## src/verilog/dac_host_pkg.sv

```systemverilog
// shared constants of the dac serial host interface
`default_nettype none
package dac_host_pkg;
  // command word geometry
  localparam int WORD_BITS = 24;
  localparam int DATA_BITS = 14;
  localparam int CHAN_BITS = 5;
  localparam int TGT_BITS = 2;
  localparam int HDR_BITS = 10;
  localparam int IDX_BITS = 1 + CHAN_BITS + TGT_BITS;
  // field positions inside the command word
  localparam int POS_BANK = 23;
  localparam int POS_RW = 22;
  localparam int POS_CHAN = 16;
  localparam int POS_TGT = 14;
  // bits per standalone frame
  localparam logic [4:0] CNT_FULL = 5'h18;
  // two-wire framing
  localparam logic [4:0] TW_ADDR_FIXED = 5'h15;
  localparam int TW_TGT_POS = 6;
  localparam logic [1:0] TW_LAST_BYTE = 2'h3;
  localparam logic [3:0] TW_BYTE_BITS = 4'h8;
  // bus speed against the sampling clock
  localparam int CLK_KHZ = 100000;
  localparam int TW_MAX_KHZ = 400;
  localparam int TW_HALF_CYC = CLK_KHZ / (2 * TW_MAX_KHZ);
  // reset image of the synchronised pins
  localparam int SYNC_BITS = 13;
  localparam logic [SYNC_BITS-1:0] SYNC_RST = 13'h00ec;
endpackage
`default_nettype wire

```

## src/verilog/dac_cmd_if.sv

```systemverilog
// channel update carrier from the two-wire receiver to the host interface
`default_nettype none
interface dac_cmd_if
  import dac_host_pkg::*;
();
  logic valid;
  logic bank;
  logic [CHAN_BITS-1:0] chan;
  logic [TGT_BITS-1:0] tgt;
  logic [DATA_BITS-1:0] data;
  modport src (output valid, bank, chan, tgt, data);
  modport dst (input valid, bank, chan, tgt, data);
endinterface
`default_nettype wire

```

## src/verilog/pin_sync.sv

```systemverilog
// two-flop synchroniser for asynchronous pin levels
`default_nettype none
module pin_sync #(
  parameter int WIDTH = 1,
  parameter logic [WIDTH-1:0] RST_VAL = '0
) (
  // clock and reset
  input wire logic clk_i,
  input wire logic rst_n_i,
  // levels
  input wire logic [WIDTH-1:0] async_i,
  output logic [WIDTH-1:0] sync_o
);
  logic [WIDTH-1:0] meta_r;
  logic [WIDTH-1:0] sync_r;

  // first stage is read by the second only
  always_ff @(posedge clk_i or negedge rst_n_i) begin
    if (!rst_n_i) begin
      meta_r <= RST_VAL;
      sync_r <= RST_VAL;
    end else begin
      meta_r <= async_i;
      sync_r <= meta_r;
    end
  end

  assign sync_o = sync_r;
endmodule
`default_nettype wire

```

## src/verilog/twowire_slave.sv

```systemverilog
// two-wire receive-only slave with four-byte write framing
`default_nettype none
module twowire_slave
  import dac_host_pkg::*;
(
  // clock and reset
  input wire logic clk_i,
  input wire logic rst_n_i,
  // enable and address straps
  input wire logic en_i,
  input wire logic [1:0] strap_i,
  // synchronised bus levels
  input wire logic scl_i,
  input wire logic sda_i,
  output logic ack_oe_o,
  // decoded channel update
  dac_cmd_if.src cmd
);
  typedef enum logic [1:0] {TW_IDLE, TW_RECV, TW_ACK, TW_WAIT} tw_state_t;
  tw_state_t state_r;
  logic scl_q_r;
  logic sda_q_r;
  logic oe_r;
  logic valid_r;
  logic [3:0] bits_r;
  logic [1:0] idx_r;
  logic [7:0] byte_r;
  logic [7:0] ptr_r;
  logic [7:0] msb_r;

  wire scl_rise = ~scl_q_r & scl_i;
  wire scl_fall = scl_q_r & ~scl_i;
  wire start_c = scl_q_r & scl_i & sda_q_r & ~sda_i;
  wire stop_c = scl_q_r & scl_i & ~sda_q_r & sda_i;
  wire byte_done = (bits_r == TW_BYTE_BITS);
  wire addr_hit = (byte_r[7:1] == {TW_ADDR_FIXED, strap_i}) & ~byte_r[0];
  wire take = (idx_r != 2'h0) | addr_hit;

  // bus state machine
  always_ff @(posedge clk_i or negedge rst_n_i) begin
    if (!rst_n_i) begin
      state_r <= TW_IDLE;
      bits_r <= '0;
      idx_r <= '0;
      byte_r <= '0;
      ptr_r <= '0;
      msb_r <= '0;
      oe_r <= 1'b0;
      valid_r <= 1'b0;
      scl_q_r <= 1'b1;
      sda_q_r <= 1'b1;
    end else begin
      scl_q_r <= scl_i;
      sda_q_r <= sda_i;
      valid_r <= 1'b0;
      if (!en_i || stop_c) begin
        state_r <= TW_IDLE;
        oe_r <= 1'b0;
      end else if (start_c) begin
        state_r <= TW_RECV;
        bits_r <= '0;
        idx_r <= '0;
        oe_r <= 1'b0;
      end else begin
        case (state_r)
          TW_RECV: begin
            if (scl_rise && !byte_done) begin
              byte_r <= {byte_r[6:0], sda_i};
              bits_r <= bits_r + 4'h1;
            end
            if (scl_fall && byte_done) begin
              state_r <= take ? TW_ACK : TW_WAIT;
              oe_r <= take;
            end
          end
          TW_ACK: if (scl_fall) begin
            oe_r <= 1'b0;
            bits_r <= '0;
            idx_r <= idx_r + 2'h1;
            if (idx_r == 2'h1) ptr_r <= byte_r;
            if (idx_r == 2'h2) msb_r <= byte_r;
            valid_r <= (idx_r == TW_LAST_BYTE);
            state_r <= (idx_r == TW_LAST_BYTE) ? TW_WAIT : TW_RECV;
          end
          default: ;
        endcase
      end
    end
  end

  assign ack_oe_o = oe_r;
  assign cmd.valid = valid_r;
  assign cmd.bank = 1'b0;
  assign cmd.chan = ptr_r[CHAN_BITS-1:0];
  assign cmd.tgt = msb_r[TW_TGT_POS +: TGT_BITS];
  assign cmd.data = {msb_r[TW_TGT_POS-1:0], byte_r};
endmodule
`default_nettype wire

```

## src/verilog/dac_serial_host_interface.sv

```systemverilog
// serial host interface of a 32-channel dac: framed link and two-wire
// Summary of operation
// - command word: bank, read flag, channel, target, 14-bit data
// - standalone mode works with continuous or gated shift clock
// - frame sync fall starts a cycle and clears the bit counter
// - standalone ignores non-falling sync edges until 24 bits, then shift clock
// - chain mode shifts while sync low; extra bits leave on chain output
// - chain output changes on rising shift edge, valid at falling edge
// - in chain mode, sync rise latches the word and stops further shifting
// - in chain mode, sync rise before 24 clocks marks a bad frame, data dropped
// - read flag set selects a register by channel and target
// - next frame returns register in low 14 bits, address in top 10
// - first readback bit appears at the falling sync edge
// - slave address has five fixed bits and two strap bits
// - two-wire transfers work at bus clocks up to 400 kHz
// - device pulls data low in ninth period after its bytes
// - two-wire is write only; idle waits for start and own address
// - address, pointer, two data bytes update one channel at the fourth acknowledge, before stop
// - busy low disables host interfaces and ignores load strobes
// - most significant bit first; framed link samples falling, shifts out rising (two-wire samples on rising bus clock)
`default_nettype none
module dac_serial_host_interface
  import dac_host_pkg::*;
(
  // clock and reset
  input wire logic clk_i,
  input wire logic rst_n_i,
  // mode pins and device status
  input wire logic interface_select_pin_i,
  input wire logic protocol_select_i,
  input wire logic chain_enable_i,
  input wire logic toggle_enable_i,
  input wire logic device_busy_n_i,
  input wire logic load_strobe_n_i,
  // framed serial link
  input wire logic frame_sync_n_i,
  input wire logic shift_clk_i,
  input wire logic data_in_i,
  output logic chain_data_out_o,
  // two-wire link
  input wire logic bus_clk_i,
  input wire logic bus_data_i,
  output logic bus_data_o,
  output logic bus_data_oe_o,
  input wire logic slave_addr_strap_hi_i,
  input wire logic slave_addr_strap_lo_i,
  // register updates towards the dac core
  output logic upd_valid_o,
  output logic upd_bank_o,
  output logic [CHAN_BITS-1:0] upd_channel_address_o,
  output logic [TGT_BITS-1:0] upd_target_o,
  output logic [DATA_BITS-1:0] upd_data_field_o,
  // events
  output logic load_pulse_o,
  output logic bad_frame_o
);

  ////////////////////////////////////////////////////////////////////////
  // pin synchronisers

  logic [SYNC_BITS-1:0] sync_q;
  logic iface_s;
  logic proto_s;
  logic chain_s;
  logic toggle_s;
  logic busy_n_s;
  logic load_n_s;
  logic fs_n_s;
  logic sck_s;
  logic din_s;
  logic scl_s;
  logic sda_s;
  logic [1:0] strap_s;

  pin_sync #(
    .WIDTH(SYNC_BITS),
    .RST_VAL(SYNC_RST)
  ) u_sync (
    .clk_i(clk_i),
    .rst_n_i(rst_n_i),
    .async_i({interface_select_pin_i, protocol_select_i, chain_enable_i,
              toggle_enable_i, device_busy_n_i, load_strobe_n_i,
              frame_sync_n_i, shift_clk_i, data_in_i, bus_clk_i,
              bus_data_i, slave_addr_strap_hi_i,
              slave_addr_strap_lo_i}),
    .sync_o(sync_q)
  );

  // unpack the synchronised levels
  assign {iface_s, proto_s, chain_s, toggle_s, busy_n_s, load_n_s,
          fs_n_s, sck_s, din_s, scl_s, sda_s, strap_s} = sync_q;

  ////////////////////////////////////////////////////////////////////////
  // state

  logic fs_q_r;
  logic sck_q_r;
  logic load_q_r;
  logic active_r;
  logic [4:0] cnt_r;
  logic [WORD_BITS-1:0] shreg_r;
  logic dout_r;
  logic rb_pend_r;
  logic [WORD_BITS-1:0] rb_word_r;
  logic upd_valid_r;
  logic upd_bank_r;
  logic [CHAN_BITS-1:0] upd_chan_r;
  logic [TGT_BITS-1:0] upd_tgt_r;
  logic [DATA_BITS-1:0] upd_data_r;
  logic load_pulse_r;
  logic bad_frame_r;
  logic bus_data_r;
  logic [DATA_BITS-1:0] regs_r [0:(1<<IDX_BITS)-1];

  // register file index from bank, channel and target
  function automatic logic [IDX_BITS-1:0] reg_index(
    input logic bank,
    input logic [CHAN_BITS-1:0] ch,
    input logic [TGT_BITS-1:0] tg
  );
    reg_index = {bank, ch, tg};
  endfunction

  ////////////////////////////////////////////////////////////////////////
  // framed link decode

  wire spi_on = iface_s & ~proto_s & busy_n_s;
  wire tw_on = iface_s & proto_s & busy_n_s;

  // edges of the sampled link pins
  wire fs_fall = fs_q_r & ~fs_n_s;
  wire fs_rise = ~fs_q_r & fs_n_s;
  wire sck_fall = sck_q_r & ~sck_s;
  wire sck_rise = ~sck_q_r & sck_s;
  wire full = (cnt_r == CNT_FULL);

  wire shift_en = spi_on & active_r & sck_fall & (chain_s | ~full);
  // msb first into the low end
  wire [WORD_BITS-1:0] shifted = {shreg_r[WORD_BITS-2:0], din_s};
  wire last_bit = shift_en & ~chain_s & (cnt_r == CNT_FULL - 5'h01);
  wire chain_latch = spi_on & active_r & chain_s & fs_rise & full;
  wire bad = spi_on & active_r & chain_s & fs_rise & ~full;
  wire exec_spi = last_bit | chain_latch;
  wire [WORD_BITS-1:0] exec_word = last_bit ? shifted : shreg_r;

  wire w_rw = exec_word[POS_RW];
  wire [CHAN_BITS-1:0] w_chan = exec_word[POS_CHAN +: CHAN_BITS];
  wire [TGT_BITS-1:0] w_tgt = exec_word[POS_TGT +: TGT_BITS];
  wire [DATA_BITS-1:0] w_data = exec_word[DATA_BITS-1:0];
  // bank honoured only in toggle mode
  wire w_bank = exec_word[POS_BANK] & toggle_s;
  wire spi_wr = exec_spi & ~w_rw & (exec_word != '0); // no-op word skipped
  wire spi_rd = exec_spi & w_rw;

  wire [DATA_BITS-1:0] rd_val = regs_r[reg_index(w_bank, w_chan, w_tgt)];
  wire [WORD_BITS-1:0] rb_next = {exec_word[WORD_BITS-1 -: HDR_BITS], rd_val};
  wire [WORD_BITS-1:0] frame_load = rb_pend_r ? rb_word_r : '0;

  ////////////////////////////////////////////////////////////////////////
  // two-wire slave

  dac_cmd_if tw_cmd ();

  twowire_slave u_tw (
    .clk_i(clk_i),
    .rst_n_i(rst_n_i),
    .en_i(tw_on),
    .strap_i(strap_s),
    .scl_i(scl_s),
    .sda_i(sda_s),
    .ack_oe_o(bus_data_oe_o),
    .cmd(tw_cmd.src)
  );

  // merge both sources into one write
  wire wr_en = spi_wr | tw_cmd.valid;
  wire wr_bank = spi_wr ? w_bank : tw_cmd.bank;
  wire [CHAN_BITS-1:0] wr_chan = spi_wr ? w_chan : tw_cmd.chan;
  wire [TGT_BITS-1:0] wr_tgt = spi_wr ? w_tgt : tw_cmd.tgt;
  wire [DATA_BITS-1:0] wr_data = spi_wr ? w_data : tw_cmd.data;

  ////////////////////////////////////////////////////////////////////////
  // framed link sequencing

  // edge history of the sampled pins
  always_ff @(posedge clk_i or negedge rst_n_i) begin
    if (!rst_n_i) begin
      fs_q_r <= 1'b1;
      sck_q_r <= 1'b1; // shift clock idles high
      load_q_r <= 1'b1;
    end else begin
      fs_q_r <= fs_n_s;
      sck_q_r <= sck_s;
      load_q_r <= load_n_s;
    end
  end

  // frame open flag and bit counter
  always_ff @(posedge clk_i or negedge rst_n_i) begin
    if (!rst_n_i) begin
      active_r <= 1'b0;
      cnt_r <= '0;
    end else if (!spi_on) begin
      active_r <= 1'b0;
    end else if (fs_fall) begin
      active_r <= 1'b1;
      cnt_r <= '0;
    // in standalone, rise ignored until word is in
    end else if (fs_rise && (chain_s || full)) begin
      active_r <= 1'b0;
    end else if (shift_en && !full) begin
      cnt_r <= cnt_r + 5'h01;
    end
  end

  // shift register and chain output
  always_ff @(posedge clk_i or negedge rst_n_i) begin
    if (!rst_n_i) begin
      shreg_r <= '0;
      dout_r <= 1'b0;
    end else if (spi_on && fs_fall) begin
      shreg_r <= frame_load;
      dout_r <= frame_load[WORD_BITS-1];
    end else if (shift_en) begin
      shreg_r <= shifted;
    end else if (spi_on && active_r && sck_rise) begin
      dout_r <= shreg_r[WORD_BITS-1];
    end
  end

  always_ff @(posedge clk_i or negedge rst_n_i) begin
    if (!rst_n_i) begin
      rb_pend_r <= 1'b0;
      rb_word_r <= '0;
    end else if (spi_rd) begin
      rb_pend_r <= 1'b1;
      rb_word_r <= rb_next;
    end else if (exec_spi) begin // only a good frame consumes it
      rb_pend_r <= 1'b0;
    end
  end

  ////////////////////////////////////////////////////////////////////////
  // register store and update port

  // channel registers, no reset
  always_ff @(posedge clk_i) begin
    if (wr_en) begin
      regs_r[reg_index(wr_bank, wr_chan, wr_tgt)] <= wr_data;
    end
  end

  // update strobe towards the dac core
  always_ff @(posedge clk_i or negedge rst_n_i) begin
    if (!rst_n_i) begin
      upd_valid_r <= 1'b0;
      upd_bank_r <= 1'b0;
      upd_chan_r <= '0;
      upd_tgt_r <= '0;
      upd_data_r <= '0;
    end else begin
      upd_valid_r <= wr_en;
      if (wr_en) begin
        upd_bank_r <= wr_bank;
        upd_chan_r <= wr_chan;
        upd_tgt_r <= wr_tgt;
        upd_data_r <= wr_data;
      end
    end
  end

  always_ff @(posedge clk_i or negedge rst_n_i) begin
    if (!rst_n_i) begin
      load_pulse_r <= 1'b0;
      bad_frame_r <= 1'b0;
      bus_data_r <= 1'b0;
    end else begin
      load_pulse_r <= load_q_r & ~load_n_s & busy_n_s;
      bad_frame_r <= bad;
      bus_data_r <= 1'b0;
    end
  end

  // outputs from flops
  assign chain_data_out_o = dout_r;
  assign bus_data_o = bus_data_r;
  assign upd_valid_o = upd_valid_r;
  assign upd_bank_o = upd_bank_r;
  assign upd_channel_address_o = upd_chan_r;
  assign upd_target_o = upd_tgt_r;
  assign upd_data_field_o = upd_data_r;
  assign load_pulse_o = load_pulse_r;
  assign bad_frame_o = bad_frame_r;
endmodule
`default_nettype wire

```

## config.mk

```make
export PLATFORM = sky130hd
export DESIGN_NAME = dac_serial_host_interface
export DESIGN_NICKNAME = d
export VERILOG_FILES = /design/src/verilog/dac_host_pkg.sv /design/src/verilog/dac_cmd_if.sv /design/src/verilog/pin_sync.sv /design/src/verilog/twowire_slave.sv /design/src/verilog/dac_serial_host_interface.sv
export SDC_FILE = /design/constraint.sdc
export NUM_CORES = 2
export LEC_CHECK = 0
export BUFFER_PORTS_ARGS = -buffer_cell sky130_fd_sc_hd__clkbuf_2
export CAP_MARGIN = 20
export CORE_UTILIZATION = 45
export CTS_CLUSTER_DIAMETER = 200
export DETAILED_ROUTE_END_ITERATION = 8
export PLACE_DENSITY = 0.63
export RECOVER_POWER = 25
export SLEW_MARGIN = 20
export SYNTH_ARGS = -nofsm -noshare
export SYNTH_HDL_FRONTEND = slang
export SYNTH_SLANG_ARGS = --single-unit
```

## constraint.sdc

```tcl
create_clock -name clk_i -period 21 [get_ports clk_i]
set_input_delay 4.2 -clock clk_i [delete_from_list [all_inputs] [get_ports clk_i]]
set_output_delay 4.2 -clock clk_i [all_outputs]
set_load 0.01 [all_outputs]
```

After elaboration in Yosys (flattened, before gate mapping). Memories as Yosys holds them, arrays and structs flattened. A register that Yosys moved wholly into a read port is not among the register bits. Cells that the tools add are included.

Logic and storage cells: 174. Memories: 1. Bits in latches: 0. Bits of input ports: 15. Bits in registers: 143. Memory bits (writable): 3584. Bits in read-only memories: 0.

Reduce and logical (&&, ||, !) cells: 31. Divide/modulo/power cells: 0. Shift operators: 0. Add/sub/neg operators: 3. Mux-type cells: 44. Bitwise gates (word level): 51. Multiply operators: 0. $lt $le $gt $ge: 0. Equality and inequality tests: 16.

Memories: regs_r (words 256, bits a word 14, rd ports 1, clocked after memory_dff 1, write ports 1, line dac_serial_host_interface.sv:113) `logic [DATA_BITS-1:0] regs_r [0:(1<<IDX_BITS)-1];`.

Operators with widths (count): two-way mux 24 bit (4); bitwise AND 1 bit (31); nonzero test 24 bit (1); two-way mux 1 bit (20); two-way mux 5 bit (4); two-way mux 2 bit (9); inverter 1 bit (16); two-way mux 14 bit (1); nonzero test 2 bit (7); two-way mux 4 bit (3); == test 5 bit (second input constant) (2); AND reduction 5 bit (2); inequality test 3 x 1 -> 1 bit (second input constant) (3); AND reduction 3 bit (3); inequality test 4 x 1 -> 1 bit (second input constant) (2); one-hot mux 4 bit (2 select lines) (1); AND reduction 4 bit (2); == test 7 bit (1); logical AND 1 bit (7); == test 2 bit (second input constant) (3); adder 5 x 1 -> 5 bit (second input constant) (1); adder 4 x 1 -> 4 bit (second input constant) (1); == test 2 x 1 -> 1 bit (second input constant) (2); == test 4 bit (second input constant) (1); 11 further kinds (18).

Depth between registers and ports, before layout.
Word-level depth: 15. Mapped depth: 17.

By module. Synthesis repeated with hierarchy kept, for this count alone.

Cell total of the unflattened synthesis: 10192. Area total of the unflattened synthesis: 148153.3 um^2.

By module, submodules not included: dac_serial_host_interface (area each 145945.0 um^2, instances 1, sequential area each 109729.0 um^2, cells an instance 10048); twowire_slave (area each 1545.2 um^2, instances 1, sequential area each 828.3 um^2, cells an instance 118); pin_sync (area each 663.1 um^2, instances 1, sequential area each 663.1 um^2, cells an instance 26).

Least setup slack after synthesis. Ideal clock, no wire load.

Path type: register to register. Start: register sck_q_r. End: memory regs_r[0][10] (data pin). Cell stages (with the launch flop): 9. Arrival time: 10172 ps. Period minus slack after synthesis: 11909 ps. Required time: 19263 ps. Setup slack: 9091 ps. Setup time: 1737 ps. Cells stage by stage: dfstp_2 > nand2b_1 > nor4_2 > clkbuf_1 > buf_1 > clkbuf_1 > clkbuf_1 > nand2_1 > a31oi_1.

Longest elaborated chain between the ends: 10. Elaborated cells on any way between the ends: 12. Classes of those cells: mux (2); bitwise (9); reduce/logical (1).

Ends and longest elaborated chain: start: declaration (line dac_serial_host_interface.sv:97) `logic sck_q_r;`; start signal: assignment (line dac_serial_host_interface.sv:193) `sck_q_r <= sck_s;`; bitwise AND 1 bit * (line dac_serial_host_interface.sv:133) `wire sck_fall = sck_q_r & ~sck_s;`; bitwise AND 1 bit * (2 in series) (line dac_serial_host_interface.sv:137) `wire shift_en = spi_on & active_r & sck_fall & (chain_s | ~full);`; bitwise AND 1 bit * (2 in series) (line dac_serial_host_interface.sv:140) `wire last_bit = shift_en & ~chain_s & (cnt_r == CNT_FULL - 5'h01);`; branches (longest 4 deep; another with two-way mux 24 bit); two-way mux 14 bit * (line dac_serial_host_interface.sv:180) `wire [DATA_BITS-1:0] wr_data = spi_wr ? w_data : tw_cmd.data;`; named net wr_data[10] (line dac_serial_host_interface.sv:180); end: declaration (line dac_serial_host_interface.sv:113).

Mark *: on every way through the listed nets, which the timed path passes.

Worst setup path in the final report.
Start: register u_sync.sync_r[5], in the netlist u_sync.sync_o[5]. End: memory regs_r[108][13] (data pin).

Longest elaborated chain between the ends: 11. Elaborated cells on any way between the ends: 13. Classes of those cells: mux (2); bitwise (10); reduce/logical (1).

Ends and longest elaborated chain: start: declaration (line pin_sync.sv:15) `logic [WIDTH-1:0] sync_r;`; start signal: assignment (line pin_sync.sv:24) `sync_r <= meta_r;`; inverter 1 bit * (line dac_serial_host_interface.sv:133); bitwise AND 1 bit * (line dac_serial_host_interface.sv:133); bitwise AND 1 bit * (2 in series) (line dac_serial_host_interface.sv:137); bitwise AND 1 bit * (2 in series) (line dac_serial_host_interface.sv:140); branches (longest 4 deep; another with two-way mux 24 bit); two-way mux 14 bit * (line dac_serial_host_interface.sv:180); named net wr_data[13] (line dac_serial_host_interface.sv:180).

Marked as above.

==> flow_metrics.tcl <==
set metrics [dict create \
    status "finished, violations left" \
    violations "max-capacitance violations, max-slew violations" \
    syn_nets 10223 \
    die_h_um 571 \
    netlist_area_um2 146000 \
    dp_cells 14261 \
    cts.clk_slew.worst_paths_ns 0.07 \
    rows 208 \
    die_x_um 571 \
    place_area_um2 152000 \
    grt_pass1_wl_mm 603 \
    area_delta_synth_final_pct 12.7 \
    cts_buffers 376 \
    timing.critical_path.buf_inv 2 \
    fin_crit_sh_pct 64.2 \
    ctsResizeCount 0 \
    synth.avg_cell_area_um2 14.3 \
    grt_overflow_total 0 \
    worstSetupPathType "reg -> reg" \
    ys_seq_area_share_pct 76.3 \
    wirelength_mm 422 \
    hpwl_mm 239 \
    critical_path.max_fanout 168 \
    insertion_delay_ns 0.96 \
    ys.flop_type "edfxtp_1" \
    vdd_drop_max_mv 0.0747 \
    rsz0062_at_grt "no" \
    worstMarginPinSlew_ns 8.84 \
    holdCritPathClass "reg -> reg" \
    drcViolationCount 0 \
    ys_ff_latch 3727 \
    min_period_ns 13.48 \
    final_area_um2 164000 \
    final_common_cell "edfxtp_1" \
    worstPathRequired_ns 20.43 \
    setup_viol 0 \
    dieArea_um2 326000 \
    core_um2 322000 \
    yosys_warnings 0 \
    layout-drive-gt1-share_pct 11.6 \
    synth_cells 10200 \
    fin_tns_setup_ns 0 \
    gp_congestion 0.949 \
    fin_worst_skew_ns 0.0592 \
    viasPerCell 6.01 \
    n_fill_cell 26531 \
    fin_cells 14965 \
    worstPathCellList "nand2b_1 > or4_2 > clkbuf_1 > a211oi_1 > nand2_1 > nor3_1 > nor2_1 > nor2_1 > a31oi_1 > clkbuf_1" \
    hold_viol 0 \
    antenna_found_initial 20 \
    cts_buffer_depth 4 \
    start_kind "register" \
    end_kind "register" \
    worst_path_max_delay_cell "clkbuf_1" \
    cap_viol_max_count 29 \
    fmax_mhz 74.2 \
    ioPinCount 43 \
    vias 89926 \
    port_buffers 41 \
    powerDensity_nw_per_um2 89.0 \
    ys_async_sr_fraction_pct 3.84 \
    power_leakage_nw 51.6 \
    antenna_left 0 \
    cts_root_buf "clkbuf_16" \
    nets 10361 \
    h-tree-depth 5 \
    mostFrequentLayoutCells "edfxtp_1 (3,584), nand2_1 (2,678), nand3_1 (834), clkbuf_16 (381), nand4_1 (325)" \
    groute.usage.overall_pct 25.3 \
    grt_pass1_vias 85633 \
    place_ws_ns 13.69 \
    r2r_slack_ns 7.52 \
    drt_first_pass_iters 8 \
    setup_slack_ns 7.52 \
    slew_headroom_pct -490 \
    postCtsSetupRepairBufs 0 \
    drv_slew 1959 \
    arrival_ns 12.90 \
    synth_cell_type_count 72 \
    crit_family "buffers and inverters" \
    synth_edf_count 3584 \
    drt_iter0_markers 11790 \
    critPathMaxStageDelay_ns 6.00 \
    cts_tree "done" \
    cts_hold_buf 0 \
    start_util_pct 45.3 \
    wl_per_cell_um 28.2 \
    clock-sinks 3727 \
    grt_start_max_net_pins 209 \
]
-- path summary, 6_finish.rpt --
kind                                             from                    endpoint  cells after the start
max in group asynchronous                     rst_n_i     shreg_r[13]$_DFFE_PN0P_                      2
min in group asynchronous                     rst_n_i      load_pulse_o$_DFF_PN0_                      1
setup / recovery           u_sync.sync_o[5]$_DFF_PN1_   regs_r[108][13]$_DFFE_PP_                     10
hold reg to reg            u_sync.meta_r[7]$_DFF_PN1_  u_sync.sync_o[7]$_DFF_PN1_                      0
setup reg to reg           u_sync.sync_o[5]$_DFF_PN1_   regs_r[108][13]$_DFFE_PP_                     10
hold / removal             u_sync.meta_r[7]$_DFF_PN1_  u_sync.sync_o[7]$_DFF_PN1_                      0
-- area by class of cell --
cell class / instances / area (um2) / area share (%)
diodes: 9 / 22.5 / 0.0137
clock buffers: 463 / 9990 / 6.08
clock inverters: 228 / 2010 / 1.22
inverters: 14 / 52.6 / 0.0320
multi-input cells: 5799 / 32400 / 19.7
flip-flops and latches: 3727 / 111000 / 67.7
well taps: 4305 / 5390 / 3.28
repair buffers: 420 / 3130 / 1.91
-- state kept, by name, indices dropped and copies added (netlist names), 8 cells and up --
signal	flops
u_sync.sync_o	13
upd_data_field_o	14
rb_word_r	24
u_tw.byte_r	8
regs_r	3584
u_tw.msb_r	8
shreg_r	24
u_sync.meta_r	13
-- cell families after synthesis --
family          count (synthesis)  synth area share [%]
mux                           466                  4.39
other cells                     1               0.00257
fa+ha+maj                       8                0.0687
buf+inv                       674                  1.88
xor+xnor                        7                0.0421
compound gates                964                  4.55
flops                        3727                  76.3
simple gates                 4353                  12.8
-- routing by layer --
layer	wire length (um)	part of all wire [%]	GRT usage (%)
met5	72	0.017	0
met4	19100	4.5	10.5
met3	43100	10	5.54
met2	194000	46	39.1
met1	166000	39	34.9
-- power breakdown --
group / internal [mW] / total, mW / leakage (nW) / switching, mW
Sequential: 8.03 / 8.04 / 30.1 / 0.00670
Clock: 3.68 / 6.55 / 5.87 / 2.87
Combinational: 0.00515 / 0.0206 / 15.6 / 0.0154
Total: 11.7 / 14.6 / 51.6 / 2.90
-- through the flow --
stage	util, %	hold slack, ns	power [mW]
after floorplan	-	0.331	8.20
after CTS	51.1	0.338	14.7
after global routing	51.0	0.355	14.9
after detailed placement	47.4	0.346	8.22
after global placement	47.4	0.349	8.21
final	51.1	0.343	14.6
-- cells in the mapped netlist (all sizes together) (28+ instances only) --
library cell | instances | area share [%]
edfxtp | 3584 | 74
nand2 | 2682 | 6.9
nand3 | 836 | 2.9
clkbuf | 414 | 1.1
nor2 | 366 | 0.94
nand4 | 325 | 1.4
mux2i | 294 | 2.0
a21oi | 265 | 0.91
buf | 246 | 0.77
a32oi | 226 | 1.4
a31oi | 217 | 0.93
mux4 | 134 | 2.1
dfrtp | 128 | 2.2
a2111oi | 56 | 0.34
o21ai | 49 | 0.17
a22oi | 45 | 0.23
mux2 | 38 | 0.30
nor4 | 37 | 0.16
a211o | 28 | 0.17
Power figures use the tool's default switching activity.
